===== config.mk =====
export PLATFORM = sky130hd
export DESIGN_NAME = sicr_top
export DESIGN_NICKNAME = d
export VERILOG_FILES = /design/src/design/sicr_pkg.sv /design/src/design/sicr_sync.sv /design/src/design/sicr_top.sv
export SDC_FILE = /design/constraint.sdc
export NUM_CORES = 1
export LEC_CHECK = 0
export ABC_CLOCK_PERIOD_IN_PS = 5600
export BUFFER_PORTS_ARGS = -buffer_cell sky130_fd_sc_hd__buf_2
export CAP_MARGIN = 40
export CORE_MARGIN = 2
export CORE_UTILIZATION = 55
export DETAILED_ROUTE_END_ITERATION = 10
export PLACE_DENSITY = 0.82
export SLEW_MARGIN = 20
export SYNTH_ARGS = -nofsm -noshare
export SYNTH_HDL_FRONTEND = slang
export SYNTH_SLANG_ARGS = --single-unit

===== constraint.sdc =====
create_clock -name ref_clk -period 5.6 [get_ports ref_clk]
set_clock_uncertainty 0.15 [all_clocks]
set_input_delay 1.4 -clock ref_clk [delete_from_list [all_inputs] [get_ports ref_clk]]
set_output_delay 1.4 -clock ref_clk [all_outputs]
set_load 0.1 [all_outputs]

===== src/design/sicr_pkg.sv =====
// shared constants and types for the interface configuration register
package sicr_pkg;

  // register addresses on the link
  localparam logic [23:0] SICR_NV_ADDR = 24'h00_0003;
  localparam logic [23:0] SICR_VOL_ADDR = 24'h07_0003;

  // values after reset and writable field mask
  localparam logic [7:0] SICR_FACTORY = 8'h00;
  localparam logic [7:0] SICR_WR_MASK = 8'h70;

  // field positions
  localparam int SICR_QUAD_BIT = 6;
  localparam int SICR_IO3_ALT_RESET_EN_BIT = 5;
  localparam int SICR_DUAL_BIT = 4;

  // opcodes, values arbitrary
  localparam logic [7:0] SICR_OP_WRITE_ANY = 8'hA1;
  localparam logic [7:0] SICR_OP_READ_ANY = 8'hA2;
  localparam logic [7:0] SICR_OP_READ_CFG = 8'hA3;

  // bit counts of the link phases
  localparam logic [5:0] SICR_CMD_BITS = 6'h08;
  localparam logic [5:0] SICR_ADDR_BITS = 6'h18;
  localparam logic [5:0] SICR_DATA_BITS = 6'h08;

  // synchroniser idle values: cs_n high, sck low, io lines high
  localparam logic [5:0] SICR_SYNC_INIT = 6'h2F;
  localparam int SICR_SYNC_W = 6;

  typedef enum logic [1:0] {
    SICR_SPI,
    SICR_DUAL,
    SICR_QUAD
  } sicr_mode_t;

  typedef enum logic [2:0] {
    SICR_ST_CMD,
    SICR_ST_ADDR,
    SICR_ST_WDATA,
    SICR_ST_RDATA,
    SICR_ST_SKIP
  } sicr_state_t;

endpackage


===== src/design/sicr_sync.sv =====
// three-stage input synchroniser with agreement filter
`timescale 1ns/1ps
module sicr_sync
  import sicr_pkg::*;
#(
  parameter int W = SICR_SYNC_W,
  parameter logic [W-1:0] INIT = SICR_SYNC_INIT
) (
  input wire logic ref_clk,
  input wire logic nrst,
  input wire logic [W-1:0] din,
  output logic [W-1:0] dout
);

  typedef struct packed {
    logic [W-1:0] s1;
    logic [W-1:0] s2;
    logic [W-1:0] s3;
    logic [W-1:0] val;
  } sicr_sync_t;

  sicr_sync_t s;
  sicr_sync_t next_s;

  always_comb begin
    next_s = s;
    next_s.s1 = din;
    next_s.s2 = s.s1;
    next_s.s3 = s.s2;
    // a bit moves only when the second and third stage agree
    for (int i = 0; i < W; i++) begin
      if (s.s2[i] == s.s3[i]) begin
        next_s.val[i] = s.s3[i];
      end
    end
  end

  always_ff @(posedge ref_clk or negedge nrst) begin
    if (!nrst) begin
      s <= {INIT, INIT, INIT, INIT};
    end else begin
      s <= next_s;
    end
  end

  assign dout = s.val;

endmodule


===== src/design/sicr_top.sv =====
// interface configuration register with its serial command front end
// Functional notes
// only write-any-register writes it; read-config and read-any read it.
// write-any at the stored-copy address updates the non-volatile copy.
// write-any at the volatile address updates only the working copy.
// read-any at either register address returns the register contents.
// both copies start with every bit at zero.
// bit 6 alone selects quad-wide, every phase four bits wide.
// bit 4 alone selects dual-wide, every phase two bits wide.
// with both protocol bits clear the single-line protocol is used.
// bit 5 makes io3 an active-low reset input while chip select is high.
// bits 7 and 3 to 0 are reserved and always hold zero.
// the working copy has the three writable fields of the stored copy.
// with both protocol bits set the device falls back to single-line.
// reads return the stored value even in that discouraged combination.
// the quad protocol ignores the separate quad data-width bit.
// after reset the working copy is loaded from the stored copy.
`timescale 1ns/1ps
module sicr_top
  import sicr_pkg::*;
(
  input wire logic ref_clk,
  input wire logic nrst,
  input wire logic sck,
  input wire logic cs_n,
  input wire logic [3:0] io_in,
  output logic [3:0] io_out,
  output logic [3:0] io_oe,
  input wire logic quad_data_en,
  output sicr_mode_t proto_mode,
  output logic io3_reset_n,
  output logic wide_io_data
);

  typedef struct packed {
    sicr_state_t st;
    sicr_mode_t fmode;
    logic [5:0] cnt;
    logic [23:0] sr;
    logic [23:0] addr;
    logic [7:0] cmd;
    logic [7:0] ob;
    logic [7:0] nv;
    logic [7:0] vol;
    logic load_pend;
    logic sck_d;
    logic rst_n;
    logic [4:0] oe3_hist;
  } sicr_top_t;

  sicr_top_t s;
  sicr_top_t next_s;
  logic [5:0] pins;
  logic sck_f;
  logic cs_f;
  logic [3:0] io_f;
  logic rise;
  logic [5:0] w;
  logic [5:0] cnt_nx;
  logic [23:0] sr_nx;
  sicr_mode_t vol_mode;

  sicr_sync #(
    .W(SICR_SYNC_W),
    .INIT(SICR_SYNC_INIT)
  ) u_sync (
    .ref_clk(ref_clk),
    .nrst(nrst),
    .din({cs_n, sck, io_in}),
    .dout(pins)
  );

  assign cs_f = pins[5];
  assign sck_f = pins[4];
  assign io_f = pins[3:0];

  function automatic sicr_mode_t decode(input logic [7:0] r);
    sicr_mode_t m;
    m = SICR_SPI;
    if (r[SICR_QUAD_BIT] && !r[SICR_DUAL_BIT]) begin
      m = SICR_QUAD;
    end else if (r[SICR_DUAL_BIT] && !r[SICR_QUAD_BIT]) begin
      m = SICR_DUAL;
    end
    // neither or both bits set stays single-line
    return m;
  endfunction

  function automatic logic [23:0] shift_in(input logic [23:0] r,
                                           input logic [3:0] d,
                                           input sicr_mode_t m);
    logic [23:0] o;
    o = {r[22:0], d[0]};
    unique case (m)
      SICR_SPI: o = {r[22:0], d[0]};
      SICR_DUAL: o = {r[21:0], d[1:0]};
      SICR_QUAD: o = {r[19:0], d[3:0]};
      default: o = {r[22:0], d[0]};
    endcase
    return o;
  endfunction

  function automatic logic [7:0] rotate(input logic [7:0] r,
                                        input sicr_mode_t m);
    logic [7:0] o;
    o = {r[6:0], r[7]};
    unique case (m)
      SICR_SPI: o = {r[6:0], r[7]};
      SICR_DUAL: o = {r[5:0], r[7:6]};
      SICR_QUAD: o = {r[3:0], r[7:4]};
      default: o = {r[6:0], r[7]};
    endcase
    return o;
  endfunction

  // either address returns its own copy
  function automatic logic [7:0] read_sel(input logic [23:0] a,
                                          input logic [7:0] nv,
                                          input logic [7:0] vol);
    logic [7:0] o;
    o = 8'h00;
    if (a == SICR_NV_ADDR) begin
      o = nv;
    end else if (a == SICR_VOL_ADDR) begin
      o = vol;
    end
    return o;
  endfunction

  always_comb begin
    vol_mode = decode(s.vol);
    rise = sck_f && !s.sck_d;
    unique case (s.fmode)
      SICR_SPI: w = 6'h01;
      SICR_DUAL: w = 6'h02;
      SICR_QUAD: w = 6'h04;
      default: w = 6'h01;
    endcase
    cnt_nx = s.cnt + w;
    sr_nx = shift_in(s.sr, io_f, s.fmode);
  end

  always_comb begin
    next_s = s;
    next_s.sck_d = sck_f;
    // own io3 drive lingers until cs is seen high, so it must not reset
    next_s.oe3_hist = {s.oe3_hist[3:0], io_oe[3]};
    next_s.rst_n = !(s.vol[SICR_IO3_ALT_RESET_EN_BIT] && cs_f && !io_f[3] &&
                     s.oe3_hist == 5'h00);
    if (s.load_pend) begin
      next_s.vol = s.nv & SICR_WR_MASK;
      next_s.load_pend = 1'b0;
    end
    // a pin reset reloads the working copy like a power-up; set wins
    if (!s.rst_n) begin
      next_s.load_pend = 1'b1;
    end
    if (cs_f) begin
      // mode changes only take hold at the next frame
      next_s.st = SICR_ST_CMD;
      next_s.cnt = 6'h00;
      next_s.fmode = vol_mode;
    end else if (rise) begin
      next_s.sr = sr_nx;
      next_s.cnt = cnt_nx;
      unique case (s.st)
        SICR_ST_CMD: begin
          if (cnt_nx == SICR_CMD_BITS) begin
            next_s.cnt = 6'h00;
            next_s.cmd = sr_nx[7:0];
            if (sr_nx[7:0] == SICR_OP_WRITE_ANY ||
                sr_nx[7:0] == SICR_OP_READ_ANY) begin
              next_s.st = SICR_ST_ADDR;
            end else if (sr_nx[7:0] == SICR_OP_READ_CFG) begin
              next_s.st = SICR_ST_RDATA;
              next_s.ob = s.vol;
            end else begin
              next_s.st = SICR_ST_SKIP;
            end
          end
        end
        SICR_ST_ADDR: begin
          if (cnt_nx == SICR_ADDR_BITS) begin
            next_s.cnt = 6'h00;
            next_s.addr = sr_nx;
            if (s.cmd == SICR_OP_WRITE_ANY) begin
              next_s.st = SICR_ST_WDATA;
            end else begin
              next_s.st = SICR_ST_RDATA;
              next_s.ob = read_sel(sr_nx, s.nv, s.vol);
            end
          end
        end
        SICR_ST_WDATA: begin
          if (cnt_nx == SICR_DATA_BITS) begin
            next_s.st = SICR_ST_SKIP;
            // reserved bits never store, so they read back zero
            if (s.addr == SICR_NV_ADDR) begin
              next_s.nv = sr_nx[7:0] & SICR_WR_MASK;
            end else if (s.addr == SICR_VOL_ADDR) begin
              next_s.vol = sr_nx[7:0] & SICR_WR_MASK;
            end
          end
        end
        SICR_ST_RDATA: begin
          // long reads repeat the byte
          next_s.ob = rotate(s.ob, s.fmode);
        end
        SICR_ST_SKIP: begin
          next_s.cnt = 6'h00;
        end
        default: begin
          next_s.st = SICR_ST_SKIP;
        end
      endcase
    end
  end

  always_ff @(posedge ref_clk or negedge nrst) begin
    if (!nrst) begin
      s.st <= SICR_ST_CMD;
      s.fmode <= SICR_SPI;
      s.cnt <= 6'h00;
      s.sr <= 24'h00_0000;
      s.addr <= 24'h00_0000;
      s.cmd <= 8'h00;
      s.ob <= 8'h00;
      s.nv <= SICR_FACTORY;
      s.vol <= SICR_FACTORY;
      s.load_pend <= 1'b1;
      s.sck_d <= 1'b0;
      s.rst_n <= 1'b1;
      s.oe3_hist <= 5'h00;
    end else begin
      s <= next_s;
    end
  end

  // output lines follow the frame's width
  always_comb begin
    io_out = 4'h0;
    io_oe = 4'h0;
    if (s.st == SICR_ST_RDATA && !cs_f) begin
      unique case (s.fmode)
        SICR_SPI: begin
          io_out = {2'b00, s.ob[7], 1'b0};
          io_oe = 4'h2;
        end
        SICR_DUAL: begin
          io_out = {2'b00, s.ob[7:6]};
          io_oe = 4'h3;
        end
        SICR_QUAD: begin
          io_out = s.ob[7:4];
          io_oe = 4'hF;
        end
        default: begin
          io_out = 4'h0;
          io_oe = 4'h0;
        end
      endcase
    end
  end

  assign proto_mode = vol_mode;
  assign io3_reset_n = s.rst_n;
  assign wide_io_data = (vol_mode == SICR_QUAD) || quad_data_en;

endmodule

# [Word level (Yosys, flattened, before mapping)]
# Index checks and enable logic that the tools add are counted.
# Widths: inputs -> output; s select.
[op_classes] bitwise_logic=1 muxes=42 eq_ne=32 n_addsub=1 reduce_logical=27
[ops] op="$mux 86" count=1
[ops] op="$mux 8" count=10
[ops] op="$eq 24x19->1 const B" count=2
[ops] op="$eq 24x2->1 const B" count=2
[ops] op="$mux 24" count=2
[ops] op="$pmux 24 s2" count=1
[ops] op="$eq 8x8->1 const B" count=4
[ops] op="$mux 15" count=2
[ops] op="$pmux 4 s3" count=2
[ops] op="$pmux 8 s3" count=1
[ops] op="$mux 3" count=7
[ops] op="$mux 6" count=3
[ops] op="$pmux 6 s3" count=1
[ops] op="$mux 16" count=1
[ops] op="$pmux 8 s2" count=1
[ops] op="$pmux 3 s4" count=1
[ops] op="$ne 2x2->1 const B" count=5
[ops] op="$reduce_and 5->1" count=2
[ops] op="$mux 9" count=1
[ops] op="$ne 3x2->1 const B" count=3
[ops] op="$mux 4" count=2
[ops] op="$reduce_and 4->1" count=2
[ops] op="$reduce_and 8->1" count=1
[ops] op="$logic_and 1x1->1" count=7
[ops] op="other kinds (24)" count=39
[word_totals] word_cells=125 reg_bits=118

# [Logic depth before layout (Yosys ltp)]
# Gate-level depths: netlist of run 1.
[depth] word_depth=10 depth_mapped=17 depth_no_buf=13

# [Modules after synthesis]
# From an unflattened synthesis of run 1, not the netlist that was laid out.
[unflattened] cells_unflattened=552 area_unflattened_um2=5683.0
[modules_own_cells] module="sicr_top" instances=1 area_each_um2=4944.7 cells_each=516 seq_area_each_um2=2329.7
[modules_own_cells] module="sicr_sync" instances=1 area_each_um2=738.2 cells_each=36 seq_area_each_um2=625.6

# [Least setup slack after synthesis of run 1]
# OpenSTA, ideal clock, no wires.
[synth_path] path_kind="flip-flop to output port" startpoint="register s[96] in the netlist's numbering" endpoint="output io_out[1]" required_ns=4.050 arrival_ns=5.255 path_slack_ns=-1.205 path_buffers=1 path_stages_with_launch=6 cell_sequence="dfrtp_1 > nor2b_1 > nand2_1 > clkbuf_1 > nor3_1 > a21boi_0"
[synth_via] elab_chain_len=3
[synth_rtl] item="start, declared" line_no="sicr_top.sv:51" rtl="sicr_top_t s;"
[synth_rtl] item="start signal, assigned" line_no="sicr_top.sv:235" rtl="s <= next_s;"
[synth_rtl] item="$eq 3x2->1" line_no="sicr_top.sv:243" rtl="if (s.st == SICR_ST_RDATA && !cs_f) begin"
[synth_rtl] item="$logic_and 1x1->1" line_no="sicr_top.sv:243"
[synth_rtl] item="$mux 4" line_no="sicr_top.sv:243"
[synth_rtl] item="end, declared" line_no="sicr_top.sv:27" rtl="output logic [3:0] io_out,"
# Every way passes these cells.

==> metrics.yaml, run 1 <==
rows: 36
cp.arrival_ns: 4.64
fmax_mhz: 228
holdWs_ns: 0.201
gp_congestion: 0.917
ys_async_sr_fraction_pct: 100
p_leak_nw: 2.74
syn_nets: 551
synthXorXnorAreaFrac_pct: 0.471
syn_area_um2: 5570
placed_cell_area_um2: 5790
relSlewSlack_pct: 41.9
regToRegStartpoint: "s[94]"
dieArea_um2: 11000
setup_violations: 0
clockBufferDepth: 2
synth.avg_cell_area_um2: 10.5
yosysSeqAreaShare_pct: 53.0
synth_top_cell_by_area: "dfrtp_1"
rsz0062_at_grt: "false"
postCtsSetupBuffers: 0
syn_inst: 533
ios: 21
clock_latency_ns: 0.51
end_kind: "flip-flop"
cp_data_required_time_ns: 5.85
crit_chain: "inv_1 -> ha_1 -> clkinv_1 -> ha_1 -> inv_1 -> fa_1 -> xor2_1 -> nor2_1 -> nor4_4 -> nand4b_2 -> nor4_2 -> nor2_1 -> and2_1"
placed_cells: 661
viasPerCell: 6.16
tightest_slew_ns: 0.847
final_cells: 693
final.setup.worst_slack_ns: 1.21
peakVddDrop_mv: 0.157
chipWidth_um: 105
cts_hold_buf: 0
hold_viol: 0
yosys.area_share.simple_pct: 16.0
rr_worst_depth: 13
setup-tns-final_ns: 0
diodes: 0
cts_num_sinks: 117
vias: 4267
synth_area_leaders: "dfrtp_1, dfstp_2, nand2_1, mux2i_1, o21ai_0"
n_fill_cell: 735
ys_ff_latch: 117
grt_max_degree: 48
htreeDepth: 4
cts_resized: 0
route.detailed.drc: 0
first_pass_iters: 5
slowest_delay_ns: 0.60
seqCellArea_um2: 2960
synth_fa_ha_area_share_pct: 3.23
clkTransAtPathRegs_ns: 0.05
portBuffers: 20
reg2reg_slack_ns: 1.21
synth_top_family_by_area: "compound AO/OA/AOI/OAI gates"
ys_types: 66
outcome: "finished, final reports clean"
slowest_stage: "nor4_2"
pre_cts_slack_ns: 1.31
cp-start-kind: "flip-flop"
report.final.slew_viol_count: 0
yosysWarnings: 0
cts_buffers: 17
layout_min_cycle_time_ns: 4.39
drt-total-wl_um: 12700
p_per_area_nw_per_um2: 355
cp-startpoint: "s[94]"
final_design_area_no_fill_um2: 6430
crit_fanout: 19
grt_usage_pct: 24.5
rr_endpoint: "s[9]"
area_growth_pct: 15.4
post_drt_wl_per_cell_um: 18.3
die_h_um: 105
hpwlAfterDp_um: 8470
cap_violations: 0
grt_pass1_wl_um: 20900
synth_compound_area_share_pct: 16.0
drt-initial-drc-count: 299
cts_tree: "built"
antenna_found_initial: 0
fin_crit_sh_pct: 78.4
synthFlopType: "dfrtp_1"
root_buffer: "clkbuf_8"
synth_edf_count: 0
drtAntennaViolNets: 0
synth_most_common_cell: "dfrtp_1"
fin_nets: 565
first_global_vias: 4201
gr-total-overflow: 0
crit_type: "flip-flop to flip-flop"
synth_top_area_share_pct: 42.6
start_util_pct: 56.8
endpoint: "s[9]"
min_path_type: "flip-flop to flip-flop"
synthTopCellsByCount: "dfrtp_1, nand2_1, o21ai_0"
multi_input_area_um2: 2430
coreArea_um2: 9820
drive_above_1_share_pct: 20.7
synthMuxAreaShare_pct: 7.54
==> cells in the final DEF (no fill, tap or decap), types with 7 or more instances in the layout <==
cell | synthesis | routed
dfstp_2 | 22 | 22
nor2_1 | 26 | 26
ha_1 | 8 | 8
mux2i_1 | 21 | 21
clkbuf_16 | 0 | 16
a22o_1 | 11 | 11
a221oi_1 | 7 | 7
dfrtp_1 | 95 | 95
nand2_1 | 79 | 79
mux2_2 | 16 | 16
buf_2 | 9 | 19
inv_1 | 17 | 17
o21ai_0 | 42 | 42
a211oi_1 | 9 | 9
nor4_1 | 9 | 8
clkbuf_8 | 0 | 7
a22oi_1 | 11 | 11
a21oi_1 | 25 | 25
==> logic make-up (layout without fill, tap and decap cells) <==
kind of cell	Yosys count	after routing
simple gates	175	175
compound gates	134	134
flops	117	117
buf+inv	50	77
mux	39	39
fa+ha+maj	15	15
xor+xnor	3	3
==> per-layer routing <==
layer,track usage (%),vias to the layer above,wire (um)
li1,-,1946,-
met1,30.8,2114,5230
met2,39.2,168,6230
met3,5.93,39,774
met4,13.1,0,435
met5,0,-,0
==> sequential cells by signal, summed over array words and instances (netlist names) <==
signal,count
u_sync.s,6
s,88
next_s,4
u_sync.dout,6
u_sync.next_s,12
io3_reset_n,1
==> area by class of cell <==
cell class / count / share of cell area (%)
clock buffer: 24 / 7.78
inverter: 18 / 1.05
tap: 133 / 2.59
timing repair buffer: 27 / 2.72
sequential: 117 / 45.9
multi-input combinational: 366 / 37.7
clock inverter: 8 / 2.22
==> report_power, final <==
group | switching, mW | leakage, nW | internal [mW]
clock network | 0.355 | 0.317 | 0.791
registers | 0.0547 | 1.54 | 0.899
logic | 0.132 | 0.889 | 0.0544
total | 0.542 | 2.74 | 1.75
==> critical path: cells and delay by family (launching register included) <==
kind	cells	cell delay [ns]
adders and majority gates	3	0.99
and+or+nand+nor	6	1.79
buffers and inverters	3	0.63
DFF	1	0.42
xor gates and xnor gates	1	0.29
==> per-stage QoR <==
step                      total power, mW  utilization [%]
final                                2.29             65.5
after global routing                 2.36             65.5
after CTS                            2.30             65.5
after detailed placement             1.14             59.0
after global placement               1.13             58.5
after floorplan                      1.06                -
==> how the worst min path moves through the flow <==
stage                      startpoint           endpoint  depth (start not counted)
finish              u_sync.next_s[16]  u_sync.next_s[10]                          0
global route        u_sync.next_s[15]   u_sync.next_s[9]                          0
CTS                 u_sync.next_s[16]  u_sync.next_s[10]                          0
detailed placement  u_sync.next_s[16]  u_sync.next_s[10]                          0
global placement    u_sync.next_s[16]  u_sync.next_s[10]                          0
floorplan           u_sync.next_s[16]  u_sync.next_s[10]                          0
No activity file was read; power rests on OpenSTA's default activity.
==> inputs of run 2 (changes only) <==
ABC_AREA = 1   (was default)
ABC_CLOCK_PERIOD_IN_PS = 4500   (was 5600)
clock period = 4.5 ns   (was 5.6 ns; I/O delays follow)
==> metrics.yaml, run 2 <==
synth_top_area_share_pct: 39.4
clockBufferDepth: 2
crit_fanout: 7
hpwlAfterDp_um: 9150
ys_ff_latch: 117
layout_min_cycle_time_ns: 3.84
start_util_pct: 56.1
tightest_slew_ns: 0.836
reg2reg_slack_ns: 1.11
final_core_util_pct: 63.1
p_per_area_nw_per_um2: 420
die_h_um: 109
final_cell_mix: "nand2_1, dfrtp_1, inv_1"
regToRegStartpoint: "s[94]"
largest_register_ffs: 88
chipWidth_um: 109
first_pass_iters: 5
rows: 38
grt_util_met3_pct: 6.58
grt_busiest_layer: "met2"
synth_compound_area_share_pct: 10.7
fin_crit_sh_pct: 85.3
report.final.slew_viol_count: 0
clockPowerShare_pct: 49.5
root_buffer: "clkbuf_8"
synth_top_family_by_area: "simple AND/OR/NAND/NOR gates"
cpMostUsedCell: "inv_1"
fmax_mhz: 260
use_met2_pct: 38.3
ys_async_sr_fraction_pct: 100
setup_violations: 0
rsz0062_at_grt: "false"
combPwrFrac_pct: 9.6
first_global_vias: 4701
drive_above_1_share_pct: 17.4
peakVddDrop_mv: 0.473
cts_tree: "built"
cap_violations: 0
relSlewSlack_pct: 43.8
ys_types: 43
n_fill_cell: 855
cp-startpoint: "s[94]"
drt-initial-drc-count: 541
vias: 4998
synth_fa_ha_area_share_pct: 2.99
p_leak_nw: 3.12
syn_area_um2: 6030
syn_inst: 725
yosysWarnings: 0
route.detailed.drc: 0
worst-path-stages: 7
cp.arrival_ns: 2.57
cts_resized: 0
slowest_delay_ns: 0.45
syn_nets: 743
drt-total-wl_um: 13800
crit_type: "flip-flop to output pin"
cp_top_family: "buffers and inverters"
cp.buffers_inverters: 3
coreArea_um2: 10700
cts_num_sinks: 117
min_path_type: "flip-flop to flip-flop"
endpoint: "io_out[1]"
portBuffers: 20
sw_frac_of_total_pct: 27.4
synthFlopType: "dfrtp_1"
gp_congestion: 0.947
cp_data_required_time_ns: 3.22
synth.avg_cell_area_um2: 8.32
yosys.area_share.simple_pct: 29.6
antenna_found_initial: 0
final_common_cell: "nand2_1"
postCtsSetupBuffers: 0
synth_edf_count: 0
dieArea_um2: 11800
cts_hold_buf: 0
outcome: "finished, final reports clean"
gr-total-overflow: 0
met1_usage_pct: 32.7
viasPerCell: 5.60
synthMuxAreaShare_pct: 0
grt_pass1_wl_um: 22400
fin_nets: 758
diodes: 0
holdWs_ns: 0.200
finalPower_mw: 2.85
synth_top_cell_by_area: "dfrtp_1"
crit_chain: "inv_1 -> ha_1 -> inv_1 -> o22ai_1 -> a21oi_1 -> nor3_2 -> buf_2"
grt_usage_pct: 24.7
rr_endpoint: "s[47]"
cp-start-kind: "flip-flop"
drtAntennaViolNets: 0
clkTransAtPathRegs_ns: 0.06
post_drt_wl_per_cell_um: 15.4
ios: 21
htreeDepth: 4
synth_most_common_cell: "nand2_1"
slowest_stage: "buf_2"
yosysSeqAreaShare_pct: 49.0
end_kind: "output pin"
rr_worst_depth: 14
grt_max_degree: 64
hold_viol: 0
cts_buffers: 17
synthXorXnorAreaFrac_pct: 0
p_int_mw: 2.07
regMostFlops: "s"
netSwitchingPower_mw: 0.779
synthTopCellsByCount: "nand2_1, dfrtp_1, inv_1"
p_seq_share_pct: 40.8
synth_area_leaders: "dfrtp_1, nand2_1, dfstp_2, nand3_1, o21ai_0"
area_growth_pct: 12.5
setup-tns-final_ns: 0
clock_latency_ns: 0.53
-- run 2: changes by cell type in the layout (fill, tap and decap cells not counted), moves of 12 or more --
cell / change
nor2_1: +12
mux2i_1: -21
o21ai_1: +21
mux2_2: -16
nand2_1: +146
inv_1: +46
nand3_1: +49
a21oi_1: -20
o21ai_2: +13
-- run 2: logic make-up after synthesis --
kind of cell | count (synthesis)
simple gates | 387
flops | 117
buf+inv | 97
compound gates | 109
fa+ha+maj | 15
-- run 2: power by group through the flow --
stage                     Combinational (mW)  Clock, mW  Sequential [mW]
after global routing                   0.314       1.47             1.17
final                                  0.274       1.41             1.16
after global placement                 0.265          0             1.18
after CTS                              0.276       1.42             1.16
after floorplan                        0.194          0             1.16
after detailed placement               0.273          0             1.18
-- run 2: worst reg2reg max path: stages, from the launching register on --
cell and delay, ns:
dfrtp_1 0.39, inv_1 0.11, ha_1 0.34, inv_2 0.13
ha_1 0.21, inv_1 0.07, fa_1 0.41, inv_1 0.08
nand2_1 0.07, nand2_1 0.07, nand3_1 0.11, nor2_4 0.17
nand3_2 0.09, nand3b_4 0.49, o21ai_0 0.39
-- run 2: metrics by stage --
step | instances | area, um2 | worst slack [ns]
2_1_floorplan | 725 | 6030 | 0.201
3_3_place_gp | 860 | 6150 | 1.37
3_5_place_dp | 861 | 6170 | 1.13
4_1_cts | 893 | 6780 | 0.670
5_1_grt | 893 | 6780 | 0.524
6_report | 893 | 6780 | 0.659
-- run 2: layout make-up --
cell class	instances	area, um2	area share (%)
sequential	117	2960	43.6
multi-input combinational	511	2610	38.5
clock buffer	18	428	6.31
inverter	67	255	3.76
clock inverter	14	189	2.78
tap	140	175	2.58
timing repair buffer	26	168	2.47
-- run 2: how the worst min path moves through the flow --
stage | start | endpoint | slack [ns] | cells past startpoint
finish | u_sync.next_s[17] | u_sync.next_s[11] | 0.20 | 0
global route | u_sync.next_s[17] | u_sync.next_s[11] | 0.21 | 0
CTS | u_sync.next_s[17] | u_sync.next_s[11] | 0.20 | 0
detailed placement | u_sync.next_s[16] | u_sync.next_s[10] | 0.18 | 0
global placement | u_sync.next_s[16] | u_sync.next_s[10] | 0.19 | 0
floorplan | u_sync.next_s[16] | u_sync.next_s[10] | 0.18 | 0
-- run 2: metal layers --
layer  vias up  wire length, um  part of all wire [%]
met1      2379             6040                    44
met4         0              338                   2.5
met3        38              930                   6.8
li1       2394                -                     -
met5         -                0                     0
met2       187             6440                    47
